File: config.mk
export PLATFORM = sky130hd
export DESIGN_NAME = dom_menu
export DESIGN_NICKNAME = d
export VERILOG_FILES = /design/src/dom_pkg.sv /design/src/dom_key_debounce.sv /design/src/dom_menu.sv
export SDC_FILE = /design/constraint.sdc
export NUM_CORES = 2
export LEC_CHECK = 0
export BUFFER_PORTS_ARGS = -buffer_cell sky130_fd_sc_hd__buf_2
export CAP_MARGIN = 0
export CORE_MARGIN = 2
export CORE_UTILIZATION = 64
export DETAILED_ROUTE_END_ITERATION = 12
export GPL_TIMING_DRIVEN = 0
export PLACE_DENSITY = 0.92
export SYNTH_ARGS = -nofsm -noshare
export SYNTH_HDL_FRONTEND = slang
export SYNTH_SLANG_ARGS = --single-unit
File: constraint.sdc
create_clock -name clk -period 27.3 [get_ports clk]
set_clock_uncertainty 0.05 [all_clocks]
set_input_delay 2.73 -clock clk [delete_from_list [all_inputs] [get_ports clk]]
set_output_delay 2.73 -clock clk [all_outputs]
set_load 0.05 [all_outputs]
File: src/dom_pkg.sv
// Purpose: Shared constants and types for the detector option/test menu block
// Assumes: 40 MHz system clock, synchronous active-high reset
// Notes:   Register offsets are byte addresses on a classic Wishbone slave
//
// Notes on behaviour
// - Option menu idles ten seconds, back home
// - Under-range mark shown below minus ten percent
// - Under-range marking powers up off
// - Raw-data display toggle, test only, default off
// - Zero-skip band zero to twenty percent
// - Span-skip band zero to twenty percent
// - Emergency timeout ends checkup after thirty minutes
// - Completion message two seconds, then home
// - Confirm stores and advances; reset returns head
// - Menus entered only after correct password
// - Test menu idles ten seconds, back home
// - Test concentration set by keys drives alarms
// - Trouble relay test toggle, default off
// - Alarm relay test toggle, same navigation
// - Forced loop maps 0..100 to 4..20 mA
// - Forced loop off keeps three milliamps
// - Reset in test submenus returns test head, except from test concentration, which returns home
// - Serial menu idles ten seconds, back home
// - Station number default one, one step per press
// - Parity code default one: none, even, odd
// - Maintenance picks input or output calibration
package dom_pkg;

   // Timing
   localparam int unsigned CLK_HZ          = 40_000_000;  // System clock rate
   localparam int unsigned IDLE_SEC        = 10;          // Menu inactivity time
   localparam int unsigned END_SEC         = 2;           // Completion message time
   localparam int unsigned CHECKUP_MIN     = 30;          // Emergency checkup limit
   localparam int unsigned DEBOUNCE_MS     = 20;          // Key settle time
   localparam int unsigned IDLE_CYC        = CLK_HZ * IDLE_SEC;
   localparam int unsigned END_CYC         = CLK_HZ * END_SEC;
   localparam longint unsigned CHECKUP_CYC = longint'(CLK_HZ) * 64'd60 * CHECKUP_MIN;
   localparam int unsigned DEBOUNCE_CYC    = (CLK_HZ / 1000) * DEBOUNCE_MS;

   // Value limits
   localparam logic [4:0]  SKIP_MAX        = 5'h14;   // 20 percent
   localparam logic [6:0]  LOOP_MAX        = 7'h64;   // Display 100
   localparam logic [6:0]  LOOP_START      = 7'h64;   // Forced loop starts at 100
   localparam logic [1:0]  PARITY_MAX      = 2'h2;    // Odd
   localparam logic [1:0]  PARITY_RST      = 2'h1;    // Even
   localparam logic [7:0]  STATION_RST     = 8'h01;
   localparam logic [7:0]  STATION_MAX     = 8'hf7;
   localparam logic [15:0] PASSWORD_RST    = 16'h0000;
   localparam logic [15:0] UNDER_LIMIT_PCT = 16'hfff6; // Minus ten percent, signed
   // Loop current in units of 0.1 mA
   localparam logic [7:0]  LOOP_BASE_TENTH = 8'h1e;   // 3.0 mA
   localparam logic [7:0]  LOOP_ZERO_TENTH = 8'h28;   // 4.0 mA
   localparam logic [7:0]  LOOP_SPAN_TENTH = 8'ha0;   // 16.0 mA span

   // Wishbone register byte offsets
   localparam logic [7:0] REG_OPTION   = 8'h00; // [0]under [1]raw [2]emerg [12:8]zskip [20:16]sskip
   localparam logic [7:0] REG_TEST     = 8'h04; // [0]trouble [1]alarm [2]loop_on [14:8]loop_val
   localparam logic [7:0] REG_SERIAL   = 8'h08; // [7:0]station [9:8]parity
   localparam logic [7:0] REG_PASSWORD = 8'h0c; // [15:0] write-only password
   localparam logic [7:0] REG_STATUS   = 8'h10; // [4:0]state [8]pw_ok [9]checkup [15:10]zero
   localparam logic [7:0] REG_TESTCONC = 8'h14; // [15:0]test concentration

   // Field positions
   localparam int OPT_UNDER   = 0;
   localparam int OPT_RAW     = 1;
   localparam int OPT_EMERG   = 2;
   localparam int OPT_ZSKIP   = 8;
   localparam int OPT_SSKIP   = 16;
   localparam int TST_TROUBLE = 0;
   localparam int TST_ALARM   = 1;
   localparam int TST_LOOP    = 2;
   localparam int TST_LVAL    = 8;
   localparam int SER_PARITY  = 8;
   localparam int STS_PWOK    = 8;
   localparam int STS_CHECK   = 9;

   // Menu states
   typedef enum logic [4:0] {
      MS_HOME, MS_SELECT,
      MS_OPT_HEAD, MS_OPT_RAW, MS_OPT_UNDER, MS_OPT_ZSKIP, MS_OPT_SSKIP, MS_OPT_EMERG,
      MS_TST_HEAD, MS_TST_CONC, MS_TST_TROUBLE, MS_TST_ALARM, MS_TST_LOOP_ON, MS_TST_LOOP_VAL,
      MS_SER_HEAD, MS_SER_STATION, MS_SER_PARITY,
      MS_MNT_PICK, MS_MNT_IN, MS_MNT_OUT,
      MS_END
   } dom_state_t;

   // Top-level menu choice at the select step
   typedef enum logic [1:0] {
      MC_OPTION, MC_TEST, MC_SERIAL, MC_MAINT
   } dom_menu_t;

endpackage : dom_pkg

File: src/dom_key_debounce.sv
// Purpose: Debounce one push switch and emit a single press pulse
// Assumes: Switch level is synchronous to clk, active high when pressed
// Notes:   Pulse fires once per settled press edge
`timescale 1ns/100ps
module dom_key_debounce
   import dom_pkg::*;
#(
   parameter int unsigned SETTLE = DEBOUNCE_CYC
)(
   input  wire logic clk,
   input  wire logic reset,
   input  wire logic key_raw,
   output logic      key_level,
   output logic      key_press
);

   // Whole state of the debouncer
   typedef struct packed {
      logic        stable;   // Accepted key level
      logic [19:0] count;    // Settle counter
      logic        press;    // One-cycle press pulse
   } dom_deb_t;

   dom_deb_t s_r;
   dom_deb_t s_nxt;

   // Count while raw level differs from accepted level
   always_comb
   begin
      s_nxt       = s_r;
      s_nxt.press = 1'b0;
      if (key_raw == s_r.stable)
      begin
         s_nxt.count = 20'h00000;
      end
      else if (s_r.count >= 20'(SETTLE - 1))
      begin
         s_nxt.stable = key_raw;
         s_nxt.count  = 20'h00000;
         s_nxt.press  = key_raw;
      end
      else
      begin
         s_nxt.count = s_r.count + 20'h00001;
      end
   end

   // State register
   always_ff @(posedge clk)
   begin
      if (reset)
         s_r <= '0;
      else
         s_r <= s_nxt;
   end

   assign key_level = s_r.stable;
   assign key_press = s_r.press;

endmodule : dom_key_debounce

File: src/dom_menu.sv
// Purpose: Front-panel option/test/serial/maintenance menu controller
// Assumes: Four push switches synchronous to clk; classic Wishbone slave
// Notes:   Option and serial settings also writable from software; keys win on same cycle
//
// Local design decisions: the register offsets and register access over Wishbone.
`timescale 1ns/100ps
module dom_menu
   import dom_pkg::*;
#(
   parameter int unsigned       DEB_CYC  = DEBOUNCE_CYC,  // Key settle time
   parameter int unsigned       IDLE_LIM = IDLE_CYC,      // Menu inactivity
   parameter int unsigned       END_LIM  = END_CYC,       // Completion message
   parameter longint unsigned   CHK_LIM  = CHECKUP_CYC    // Emergency checkup
)(
   input  wire logic        clk,
   input  wire logic        reset,
   // Front panel keys, high when pressed
   input  wire logic        confirm_key,
   input  wire logic        up_key,
   input  wire logic        down_key,
   input  wire logic        reset_key,
   // Measurement and checkup request
   input  wire logic [15:0] sensor_value,
   input  wire logic [15:0] sensor_raw,
   input  wire logic [15:0] high_scale,
   input  wire logic        checkup_start,
   // Display and outputs
   output logic [4:0]       menu_state,
   output logic [15:0]      segment_display,
   output logic             under_mark,
   output logic [15:0]      alarm_value,
   output logic             trouble_relay_test,
   output logic             alarm_relay_test,
   output logic [7:0]       loop_tenth_ma,
   output logic             checkup_active,
   output logic             maint_cal_in,
   output logic             maint_cal_out,
   output logic [7:0]       station_number,
   output logic [1:0]       parity_item,
   // Wishbone slave
   input  wire logic [7:0]  adr_i,
   input  wire logic [31:0] dat_i,
   input  wire logic [3:0]  sel_i,
   input  wire logic        we_i,
   input  wire logic        cyc_i,
   input  wire logic        stb_i,
   output logic [31:0]      dat_o,
   output logic             ack_o,
   output logic             err_o
);

   // Whole state of the menu block
   typedef struct packed {
      dom_state_t  st;          // Menu position
      dom_menu_t   pick;        // Selected menu at select step
      logic        maint_out;   // Maintenance pick: output cal
      logic        under_on;    // Under-range marking
      logic        raw_on;      // Raw-data display
      logic        emerg_on;    // Emergency checkup timeout
      logic [4:0]  zskip;       // Zero-skip percent
      logic [4:0]  sskip;       // Span-skip percent
      logic        trouble_on;  // Trouble relay test
      logic        alarm_on;    // Alarm relay test
      logic        loop_on;     // Forced loop output
      logic [6:0]  loop_val;    // Forced loop display value
      logic [15:0] test_conc;   // Simulated concentration
      logic [7:0]  station;     // Serial station number
      logic [1:0]  parity;      // Parity code
      logic [15:0] password;    // Required password
      logic        pw_ok;       // Password accepted
      logic [29:0] idle_cnt;    // Inactivity timer
      logic [26:0] end_cnt;     // Completion message timer
      logic [36:0] chk_cnt;     // Checkup timer
      logic        checkup;     // Checkup mode running
      logic [31:0] rdata;       // Bus read data
      logic        ack;         // Bus acknowledge
      logic        err;         // Bus error
   } dom_core_t;

   dom_core_t s_r;
   dom_core_t s_nxt;

   logic p_conf;    // Confirm press pulse
   logic p_up;      // Up press pulse
   logic p_down;    // Down press pulse
   logic p_rst;     // Reset press pulse

   // One debouncer per key
   dom_key_debounce #(.SETTLE(DEB_CYC)) u_conf (
      .clk       (clk),
      .reset     (reset),
      .key_raw   (confirm_key),
      .key_level (),
      .key_press (p_conf)
   );
   dom_key_debounce #(.SETTLE(DEB_CYC)) u_up (
      .clk       (clk),
      .reset     (reset),
      .key_raw   (up_key),
      .key_level (),
      .key_press (p_up)
   );
   dom_key_debounce #(.SETTLE(DEB_CYC)) u_down (
      .clk       (clk),
      .reset     (reset),
      .key_raw   (down_key),
      .key_level (),
      .key_press (p_down)
   );
   dom_key_debounce #(.SETTLE(DEB_CYC)) u_rst (
      .clk       (clk),
      .reset     (reset),
      .key_raw   (reset_key),
      .key_level (),
      .key_press (p_rst)
   );

   // Saturating step within 0..max on up/down press
   function automatic logic [7:0] step8(input logic [7:0] v, input logic [7:0] max,
                                        input logic up, input logic dn);
      logic [7:0] r;
      r = v;
      if (up && v < max)
         r = v + 8'h01;
      else if (dn && v != 8'h00)
         r = v - 8'h01;
      return r;
   endfunction : step8

   // Percent of high scale, truncated
   function automatic logic [15:0] pct_of(input logic [15:0] hs, input logic [4:0] pct);
      logic [22:0] p;
      p = 23'(hs) * 23'(pct);
      return 16'(p / 23'd100);
   endfunction : pct_of

   logic        any_key;      // Any press this cycle
   logic        in_option;    // Option menu states
   logic        in_test;      // Test menu states
   logic        in_serial;    // Serial menu states
   logic        in_menu;      // Any timed menu
   logic [15:0] proc_value;   // Skip bands applied
   logic [15:0] shown;        // Concentration to display
   logic [15:0] zband;        // Zero-skip threshold
   logic [15:0] sband;        // Span-skip threshold
   logic        bus_req;      // New bus cycle
   logic [7:0]  station_nxt;  // Station after key step

   assign any_key   = p_conf | p_up | p_down | p_rst;
   assign in_option = s_r.st inside {MS_OPT_HEAD, MS_OPT_RAW, MS_OPT_UNDER, MS_OPT_ZSKIP,
                                     MS_OPT_SSKIP, MS_OPT_EMERG};
   assign in_test   = s_r.st inside {MS_TST_HEAD, MS_TST_CONC, MS_TST_TROUBLE, MS_TST_ALARM,
                                     MS_TST_LOOP_ON, MS_TST_LOOP_VAL};
   assign in_serial = s_r.st inside {MS_SER_HEAD, MS_SER_STATION, MS_SER_PARITY};
   assign in_menu   = in_option | in_test | in_serial;
   assign bus_req   = cyc_i & stb_i & ~s_r.ack & ~s_r.err;
   assign station_nxt = step8(s_r.station, STATION_MAX, p_up, p_down);

   // Skip bands: near zero forced to zero, near top forced to top
   always_comb
   begin
      zband = pct_of(high_scale, s_r.zskip);
      sband = pct_of(high_scale, s_r.sskip);
      proc_value = s_r.test_conc;
      if (!in_test)
         proc_value = sensor_value;
      if (!proc_value[15] && proc_value < zband)
         proc_value = 16'h0000;
      else if (!proc_value[15] && sband != 16'h0000 && proc_value + sband >= high_scale)
         proc_value = high_scale;
      shown = s_r.raw_on ? sensor_raw : proc_value;
   end

   // Menu, timers and bus
   always_comb
   begin
      s_nxt       = s_r;
      s_nxt.ack   = 1'b0;
      s_nxt.err   = 1'b0;

      // Inactivity timers
      if (any_key || !in_menu)
         s_nxt.idle_cnt = 30'h00000000;
      else
         s_nxt.idle_cnt = s_r.idle_cnt + 30'h00000001;
      if (in_menu && s_r.idle_cnt >= 30'(IDLE_LIM - 1))
      begin
         s_nxt.st    = MS_HOME;
         s_nxt.pw_ok = 1'b0;
      end

      // Checkup mode with optional emergency timeout
      if (checkup_start)
      begin
         s_nxt.checkup = 1'b1;
         s_nxt.chk_cnt = 37'h0;
      end
      else if (s_r.checkup && s_r.emerg_on)
      begin
         s_nxt.chk_cnt = s_r.chk_cnt + 37'h1;
         if (s_r.chk_cnt >= 37'(CHK_LIM - 1))
            s_nxt.checkup = 1'b0;
      end

      // Key-driven menu walk
      case (s_r.st)
         MS_HOME:
         begin
            if (p_conf && s_r.pw_ok)
               s_nxt.st = MS_SELECT;
         end
         MS_SELECT:
         begin
            if (p_up)
               s_nxt.pick = dom_menu_t'(s_r.pick + 2'h1);
            else if (p_down)
               s_nxt.pick = dom_menu_t'(s_r.pick - 2'h1);
            else if (p_rst)
               s_nxt.st = MS_HOME;
            else if (p_conf)
            begin
               case (s_r.pick)
                  MC_OPTION: s_nxt.st = MS_OPT_HEAD;
                  MC_TEST:   s_nxt.st = MS_TST_HEAD;
                  MC_SERIAL: s_nxt.st = MS_SER_HEAD;
                  default:   s_nxt.st = MS_MNT_PICK;
               endcase
            end
         end
         MS_OPT_HEAD, MS_TST_HEAD, MS_SER_HEAD:
         begin
            if (p_rst)
               s_nxt.st = MS_HOME;
            else if (p_conf)
               s_nxt.st = dom_state_t'(s_r.st + 5'h01);
         end
         MS_OPT_RAW, MS_OPT_UNDER, MS_OPT_EMERG:
         begin
            if (p_up || p_down)
            begin
               if (s_r.st == MS_OPT_RAW)
                  s_nxt.raw_on = ~s_r.raw_on;
               else if (s_r.st == MS_OPT_UNDER)
                  s_nxt.under_on = ~s_r.under_on;
               else
                  s_nxt.emerg_on = ~s_r.emerg_on;
            end
            else if (p_rst)
               s_nxt.st = MS_OPT_HEAD;
            else if (p_conf)
               s_nxt.st = (s_r.st == MS_OPT_EMERG) ? MS_END : dom_state_t'(s_r.st + 5'h01);
         end
         MS_OPT_ZSKIP, MS_OPT_SSKIP:
         begin
            if (s_r.st == MS_OPT_ZSKIP)
               s_nxt.zskip = 5'(step8(8'(s_r.zskip), 8'(SKIP_MAX), p_up, p_down));
            else
               s_nxt.sskip = 5'(step8(8'(s_r.sskip), 8'(SKIP_MAX), p_up, p_down));
            if (p_rst)
               s_nxt.st = MS_OPT_HEAD;
            else if (p_conf)
               s_nxt.st = dom_state_t'(s_r.st + 5'h01);
         end
         MS_TST_CONC:
         begin
            if (p_up)
               s_nxt.test_conc = s_r.test_conc + 16'h0001;
            else if (p_down)
               s_nxt.test_conc = s_r.test_conc - 16'h0001;
            else if (p_rst)
               s_nxt.st = MS_HOME;
            else if (p_conf)
               s_nxt.st = MS_TST_TROUBLE;
         end
         MS_TST_TROUBLE, MS_TST_ALARM, MS_TST_LOOP_ON:
         begin
            if (p_up || p_down)
            begin
               if (s_r.st == MS_TST_TROUBLE)
                  s_nxt.trouble_on = ~s_r.trouble_on;
               else if (s_r.st == MS_TST_ALARM)
                  s_nxt.alarm_on = ~s_r.alarm_on;
               else
                  s_nxt.loop_on = ~s_r.loop_on;
            end
            else if (p_rst)
               s_nxt.st = MS_TST_HEAD;
            else if (p_conf)
            begin
               s_nxt.st = dom_state_t'(s_r.st + 5'h01);
               if (s_r.st == MS_TST_LOOP_ON)
                  s_nxt.loop_val = s_r.loop_on ? LOOP_START : 7'h00;
            end
         end
         MS_TST_LOOP_VAL:
         begin
            s_nxt.loop_val = 7'(step8(8'(s_r.loop_val), 8'(LOOP_MAX), p_up, p_down));
            if (p_rst || p_conf)
               s_nxt.st = MS_TST_HEAD;
         end
         MS_SER_STATION:
         begin
            s_nxt.station = station_nxt;
            if (p_rst)
               s_nxt.st = MS_SER_HEAD;
            else if (p_conf)
               s_nxt.st = MS_SER_PARITY;
         end
         MS_SER_PARITY:
         begin
            s_nxt.parity = 2'(step8(8'(s_r.parity), 8'(PARITY_MAX), p_up, p_down));
            if (p_rst)
               s_nxt.st = MS_SER_HEAD;
            else if (p_conf)
               s_nxt.st = MS_END;
         end
         MS_MNT_PICK:
         begin
            if (p_up || p_down)
               s_nxt.maint_out = ~s_r.maint_out;
            else if (p_rst)
               s_nxt.st = MS_HOME;
            else if (p_conf)
               s_nxt.st = s_r.maint_out ? MS_MNT_OUT : MS_MNT_IN;
         end
         MS_MNT_IN, MS_MNT_OUT:
         begin
            if (p_rst)
               s_nxt.st = MS_HOME;   // Later calibration steps live elsewhere
         end
         MS_END:
         begin
            s_nxt.end_cnt = s_r.end_cnt + 27'h1;
            if (s_r.end_cnt >= 27'(END_LIM - 1))
            begin
               s_nxt.st      = MS_HOME;
               s_nxt.end_cnt = 27'h0;
               s_nxt.pw_ok   = 1'b0;
            end
         end
         default:
            s_nxt.st = MS_HOME;
      endcase

      // Wishbone slave: one-cycle answer, ack drops next cycle
      if (bus_req)
      begin
         s_nxt.rdata = 32'h00000000;
         s_nxt.ack   = 1'b1;
         case (adr_i)
            REG_OPTION:
            begin
               s_nxt.rdata = {11'h000, s_r.sskip, 3'h0, s_r.zskip, 5'h00,
                              s_r.emerg_on, s_r.raw_on, s_r.under_on};
               if (we_i && sel_i[0] && !any_key)
               begin
                  s_nxt.under_on = dat_i[OPT_UNDER];
                  s_nxt.raw_on   = dat_i[OPT_RAW];
                  s_nxt.emerg_on = dat_i[OPT_EMERG];
               end
               if (we_i && sel_i[1] && !any_key && dat_i[OPT_ZSKIP +: 5] <= SKIP_MAX)
                  s_nxt.zskip = dat_i[OPT_ZSKIP +: 5];
               if (we_i && sel_i[2] && !any_key && dat_i[OPT_SSKIP +: 5] <= SKIP_MAX)
                  s_nxt.sskip = dat_i[OPT_SSKIP +: 5];
            end
            REG_TEST:
               s_nxt.rdata = {17'h00000, s_r.loop_val, 5'h00,
                              s_r.loop_on, s_r.alarm_on, s_r.trouble_on};
            REG_SERIAL:
            begin
               s_nxt.rdata = {22'h000000, s_r.parity, s_r.station};
               if (we_i && sel_i[0] && !any_key)
                  s_nxt.station = dat_i[7:0];
               if (we_i && sel_i[1] && !any_key && dat_i[SER_PARITY +: 2] <= PARITY_MAX)
                  s_nxt.parity = dat_i[SER_PARITY +: 2];
            end
            REG_PASSWORD:
            begin
               if (we_i && sel_i[1:0] == 2'h3)
                  s_nxt.pw_ok = (dat_i[15:0] == s_r.password);
            end
            REG_STATUS:
               s_nxt.rdata = {22'h000000, s_r.checkup, s_r.pw_ok, 3'h0, s_r.st};
            REG_TESTCONC:
               s_nxt.rdata = {16'h0000, s_r.test_conc};
            default:
            begin
               s_nxt.ack = 1'b0;
               s_nxt.err = 1'b1;   // Unmapped address
            end
         endcase
      end
   end

   // State register
   always_ff @(posedge clk)
   begin
      if (reset)
      begin
         s_r          <= '0;
         s_r.st       <= MS_HOME;
         s_r.under_on <= 1'b0;
         s_r.station  <= STATION_RST;
         s_r.parity   <= PARITY_RST;
         s_r.password <= PASSWORD_RST;
      end
      else
         s_r <= s_nxt;
   end

   // Outputs
   assign menu_state         = s_r.st;
   assign segment_display    = (s_r.st == MS_TST_LOOP_VAL) ? 16'(s_r.loop_val) : shown;
   assign under_mark         = s_r.under_on && $signed(shown) < $signed(16'h0000 - pct_of(high_scale, 5'h0a))
                               && shown[15];
   assign alarm_value        = proc_value;
   assign trouble_relay_test = in_test & s_r.trouble_on;
   assign alarm_relay_test   = in_test & s_r.alarm_on;
   assign loop_tenth_ma      = (in_test && s_r.loop_on)
                               ? 8'(LOOP_ZERO_TENTH + 8'((16'(s_r.loop_val) * 16'(LOOP_SPAN_TENTH)) / 16'd100))
                               : LOOP_BASE_TENTH;
   assign checkup_active     = s_r.checkup;
   assign maint_cal_in       = (s_r.st == MS_MNT_IN);
   assign maint_cal_out      = (s_r.st == MS_MNT_OUT);
   assign station_number     = s_r.station;
   assign parity_item        = s_r.parity;
   assign dat_o              = s_r.rdata;
   assign ack_o              = s_r.ack;
   assign err_o              = s_r.err;

endmodule : dom_menu

Word level (Yosys, flattened, before mapping)
Cells that the tools add are included.
{"block": "word_totals", "word_cells": 325, "inputBits": 102, "out_inout_bits": 95, "reg_bits": 275}
{"block": "op_classes", "n_reduce_logical": 81, "div_mod_pow": 4, "multipliers": 4, "n_eq_ne": 37, "add_sub_neg": 25, "n_lt_le_gt_ge": 18, "n_mux": 91, "n_bitwise": 30}
{"op": "$mux 5", "count": 37}
{"op": "$mux 16", "count": 7}
{"op": "$pmux 21 s5", "count": 1}
{"op": "$add 20x1->20 const B", "count": 4}
{"op": "$ge 20x20->1 const B", "count": 4}
{"op": "$pmux 5 s13", "count": 1}
{"op": "$mux 7", "count": 7}
{"op": "$div 21x7->23 const B", "count": 2}
{"op": "$mul 16x5->21", "count": 2}
{"op": "$eq 5x4->1 const B", "count": 8}
{"op": "$mux 8", "count": 5}
{"op": "$add 37x1->37 const B", "count": 1}
{"op": "$ge 37x37->1 const B", "count": 1}
{"op": "$reduce_or 3->1", "count": 11}
{"op": "$lt 16x16->1", "count": 2}
{"op": "$add 30x1->30 const B", "count": 1}
{"op": "$ge 30x29->1 const B", "count": 1}
{"op": "$mux 10", "count": 3}
{"op": "$logic_and 1x1->1", "count": 29}
{"op": "$add 27x1->27 const B", "count": 1}
{"op": "$ge 27x27->1 const B", "count": 1}
{"op": "$mux 27", "count": 1}
{"op": "$mux 13", "count": 2}
{"op": "$eq 5x5->1 const B", "count": 5}
{"op": "63 further kinds", "count": 153}

Depth between registers and ports, before layout
{"block": "depth", "ltp_word": 12, "mapped_depth": 94, "depth_no_buf": 87}

Modules after synthesis
A second synthesis with hierarchy kept.
{"block": "hier_totals", "hier_cells": 4558, "area_unflattened_um2": 33557.2}
{"module": "dom_menu", "n_inst": 1, "area_each_um2": 29363.2, "cells_per_inst": 4094, "seq_area_each_um2": 3523.4}
{"module": "dom_key_debounce", "n_inst": 4, "area_each_um2": 1048.5, "cells_per_inst": 116, "seq_area_each_um2": 440.4}

Least setup slack after synthesis
OpenSTA, ideal clock, no wires.
{"block": "synth_path", "path_type": "input to output", "startpoint": "input port high_scale[3]", "endpoint": "output port under_mark", "arrival_time_ns": 19.461, "setup_slack_ns": 5.059, "required_ns": 24.520, "path_buffers": 5, "cell_stages": 86, "path_cell_list": "clkbuf_1 -> and2_1 -> fa_1 -> fa_1 -> inv_1 -> fa_1 -> inv_1 -> ha_1 -> buf_2 -> a211oi_1 -> o21ai_1 -> nor3b_1 -> o21ai_2 -> xor2_1 -> o311ai_1 -> or3_1 -> and3_1 -> a211oi_2 -> (+50 left out) -> nand2b_1 -> a21oi_1 -> nor2b_1 -> and3_1 -> nand4b_1 -> and2_1 -> buf_2 -> a21oi_1 -> o31ai_1 -> ha_1 -> a21oi_1 -> nor2b_1 -> o21ai_0 -> nand2b_1 -> a211o_1 -> o41a_1 -> o31a_1 -> nor3_2"}
{"block": "synth_between", "elab_chain_cells": 11, "elab_cells_between_ends": 20, "classes_between": "add/sub: 2; mul: 3; div: 3; order compare: 3; mux: 3; reduce/logical: 6"}
{"element": "from (decl)", "line": "dom_menu.sv:25", "text": "input wire logic [15:0] high_scale,"}
{"element": "$mul 16x5->21", "line": "dom_menu.sv:133", "text": "p = 23'(hs) * 23'(pct);"}
{"element": "$div 21x7->23", "line": "dom_menu.sv:134", "text": "return 16'(p / 23'd100);"}
{"element": "$add 16x16->16 / $reduce_bool 16->1 (equally long branches)", "line": "dom_menu.sv:169", "text": "else if (!proc_value[15] && sband != 16'h0000 && proc_value + sband >= high_scale)"}
{"element": "$ge 16x16->1 / $logic_and 1x1->1 (equally long branches)", "line": "dom_menu.sv:169"}
{"element": "$logic_and 1x1->1", "line": "dom_menu.sv:169"}
{"element": "$mux 16", "line": "dom_menu.sv:169"}
{"element": "$mux 16", "line": "dom_menu.sv:167", "text": "if (!proc_value[15] && proc_value < zband)"}
{"element": "$mux 16", "line": "dom_menu.sv:171", "text": "shown = s_r.raw_on ? sensor_raw : proc_value;"}
{"element": "$lt 16x16->1", "line": "dom_menu.sv:414", "text": "assign under_mark = s_r.under_on && $signed(shown) < $signed(16'h0000 - pct_of(high_scale, 5'h0a))"}
{"element": "$logic_and 1x1->1", "line": "dom_menu.sv:414"}
{"element": "$logic_and 1x1->1 (*)", "line": "dom_menu.sv:415", "text": "&& shown[15];"}
{"element": "to (decl)", "line": "dom_menu.sv:30", "text": "output logic under_mark,"}
Every way passes the cells marked *; elsewhere a longest branch is shown, timed or not.

Final worst setup path
Same ends and word-level chain as after synthesis.

==> summary.txt <==
Pwr
  – Pwr Total: 4.06 mW
  – Pwr Density: 114 nW/um^2
  – Max IR drop VDD: 0.349 mV
  – Lkg Pwr: 14.7 nW

Cells and area
  – FF+latch area: 5290 sq um
  – Final Non-Filler Cells: 5315
  – Area of the multi-input gates: 25600 sq um
  – # nets final: 5016
  – Area Overhead vs Synth: 8.36%
  – Fill cells: 4068
  – Fraction of final layout cells sized beyond drive strength 1: 10.4%

Placement
  – DP HPWL: 77800 um
  – RePlAce Congestion: 1.01
  – Setup WS pre-CTS: 1.68 ns
  – Placed Cells: 5264
  – IO buf count: 171

Synth
  – Top cell type by total area after synthesis: dfxtp_1
  – Synth Cell Area: 32700 sq um
  – Top cells by area, synth: dfxtp_1 16%, ha_1 7.8%, nor2_1 6.2%
  – Synthesized netlist cell count: 4411
  – Yosys Warn Count: 0
  – Syn avg cell area: 7.42 sq um
  – Post-synth EDFFs: 0
  – Async set-reset flop share out of synthesis: 0%
  – Top cell type's share of synthesized area: 16.2%
  – Netlist cell types: 143
  – FF+latch count, synth: 264
  – Most used DFF post-synth: dfxtp_1
  – Sequential share of the synthesized area: 16.2%

Floorplanning
  – Die area: 52900 sq um
  – Initial Utilization: 65.1%
  – Cell Rows: 82
  – Die X: 230 um
  – Top Ports: 197
  – Core area: 50300 sq um
  – Chip Height: 230 um

Setup path
  – CP arrival: 23.06 ns
  – Reg2Reg Launch Point: menu_state[0]$_SDFF_PP0_
  – Most frequent CP cell: a21oi_1
  – Worst setup SP type: primary input
  – Worst Setup End Kind: output pin
  – CP max stage delay: 0.57 ns
  – Worst r2r path cells: 12
  – CP Max Fanout: 10
  – Reg2Reg Capture Point: menu_state[3]$_SDFF_PP0_
  – Reg-to-reg slack, setup: 22.74 ns
  – Slowest-stage cell, CP: a311oi_1
  – Critical path type: in -> out
  – Required @ worst endpoint: 24.52 ns

Hold path
  – Min-Delay Endpoint: u_conf.key_press$_SDFF_PP0_
  – Hold path cells: 1
  – Hold_sp: u_conf.key_level$_SDFFE_PP0P_
  – Min-delay worst type: reg -> reg

GRT
  – First-pass GRT wire length: 162000 um
  – Largest net degree at the start of global routing: 18
  – Total grt overflow: 0
  – Global Route Usage Sum: 36.3%
  – Vias in the first global route: 32800
  – Initial antenna violation count: 10

Clock tree
  – Clk sinks: 264
  – Num CTS Buffers: 26
  – CTS Root Cell: clkbuf_16
  – H-tree depth: 1
  – TritonCTS clock tree: yes
  – Clock buffer depth: 3
  – Post-CTS Setup Inserts: 0
  – Cts hold-fix bufs: 0
  – CTS clk-pin slew, worst paths: 0.07 ns
  – PostCTS Resize Cnt: 0
  – Clock latency at the later pin of the worst-skew pair: 0.56 ns

Timing
  – Period utilisation layout: 94.6%
  – Max Clk Rate: 0.0387 GHz
  – Fin Setup TNS: 0 ns
  – Max-slew violation count: 0
  – Slew @ Worst Pin: 1.37 ns
  – # setup viols final: 0
  – Post-route setup slack: 1.46 ns
  – Rel. slew slack: 7.16%
  – Min cycle time layout: 25.84 ns
  – RSZ-0062 raised after global routing: false
  – Final hold violations: 0

Route
  – Drt first pass iters: 9
  – Via count: 35300
  – Via-to-Cell Ratio: 6.64
  – Drt total wl: 101000 um
  – DRC Markers: 0
  – Initial DRC Count: 4148
  – WL/cell: 19.0 um
  – DRT antenna net count: 0

Run
  – Max-Cap Viols: 0

Outcome
  – Status: finished clean
## area by class of cell
type | instances | area share (%)
Clock inverter | 11 | 0.480
Antenna cell | 3 | 0.0212
Inverter | 224 | 2.37
Clock buffer | 36 | 2.23
Sequential cell | 264 | 14.9
Timing Repair Buffer | 172 | 2.43
Buffer | 213 | 2.93
Multi-Input combinational cell | 3720 | 72.3
Tap cell | 672 | 2.37
## through the flow
step                      utilization (%)  instance area (sq um)  hold slack, ns
after floorplan                         -                  32800           0.380
after global placement               68.5                  34400           0.391
after detailed placement             68.5                  34400           0.402
after CTS                            70.4                  35400           0.407
after global routing                 70.5                  35400           0.439
final                                70.5                  35400           0.401
## registers in the layout, summed over array words and instances (netlist names), 2 cells and up
signal,flops
menu_state,5
parity_item,2
u_rst.s_r,20
u_up.s_r,20
s_r,137
dat_o,21
u_conf.s_r,20
station_number,8
u_down.s_r,20
## Yosys cell counts (75+ instances only)
cell type	count
a21oi_1	271
and2_1	101
and3_1	75
clkbuf_1	115
dfxtp_1	264
fa_1	89
ha_1	204
inv_1	218
nand2_1	443
nand3_1	201
nor2_1	539
nor3_1	99
o21ai_0	171
xnor2_1	182
xor2_1	150
## how the worst max path moves through the flow
stage,start,to,slack [ns],cells past startpoint
final,high_scale[3],under_mark,1.46,90
after global routing,high_scale[3],under_mark,0.05,88
after CTS,high_scale[3],under_mark,1.58,89
after detailed placement,high_scale[3],under_mark,1.68,88
after global placement,high_scale[3],under_mark,1.87,87
after floorplan,high_scale[3],under_mark,5.06,86
## metal layers
| layer | track usage, % | part of all wire [%] |
|---|---|---|
| met1 | 46.2 | 39 |
| met3 | 8.73 | 12 |
| met5 | 0 | 0.070 |
| met4 | 16.1 | 4.7 |
| met2 | 58.4 | 44 |
## worst max-delay path: cells and delay by family
family          cells  cell delay, ns
compound gates     41           10.01
xor+xnor            1            0.51
buf+inv             9            2.15
mux                 3            0.68
fa+ha+maj           8            3.15
simple gates       28            3.78
## cells by family after synthesis
family	after synthesis	synth area share, %
mux	84	2.81
fa+ha+maj	300	13.5
compound gates	1208	26.7
xor+xnor	335	9.07
other cells	1	0.0115
flops	264	16.2
buf+inv	437	5.75
simple gates	1782	26.1
## cells in the final DEF, fill, tap and decap left out, types with 40 or more instances in the layout
master	Yosys	layout
a211oi_1	66	66
nand4_1	53	53
xnor2_1	182	182
a31oi_1	55	55
nand2_1	443	443
o211ai_1	55	55
buf_4	52	52
nand3_1	201	201
o21ai_0	171	171
and2_1	101	101
nor3_1	99	99
and3_1	75	75
or3_1	46	46
fa_1	89	89
nor2_1	539	539
mux2_2	40	40
dfxtp_1	264	264
ha_1	204	204
a21oi_1	271	271
xor2_1	150	148
nand2b_1	45	45
buf_2	36	207
a21o_1	52	52
inv_1	218	218
clkbuf_1	115	116
## power breakdown
part / switching, mW / leakage [nW] / internal, mW
clock: 0.162 / 0.477 / 0.241
sequential: 0.00134 / 2.13 / 0.386
combinational: 1.89 / 12.1 / 1.37
total: 2.06 / 14.7 / 2.00
No activity file was read; power rests on OpenSTA's default activity.
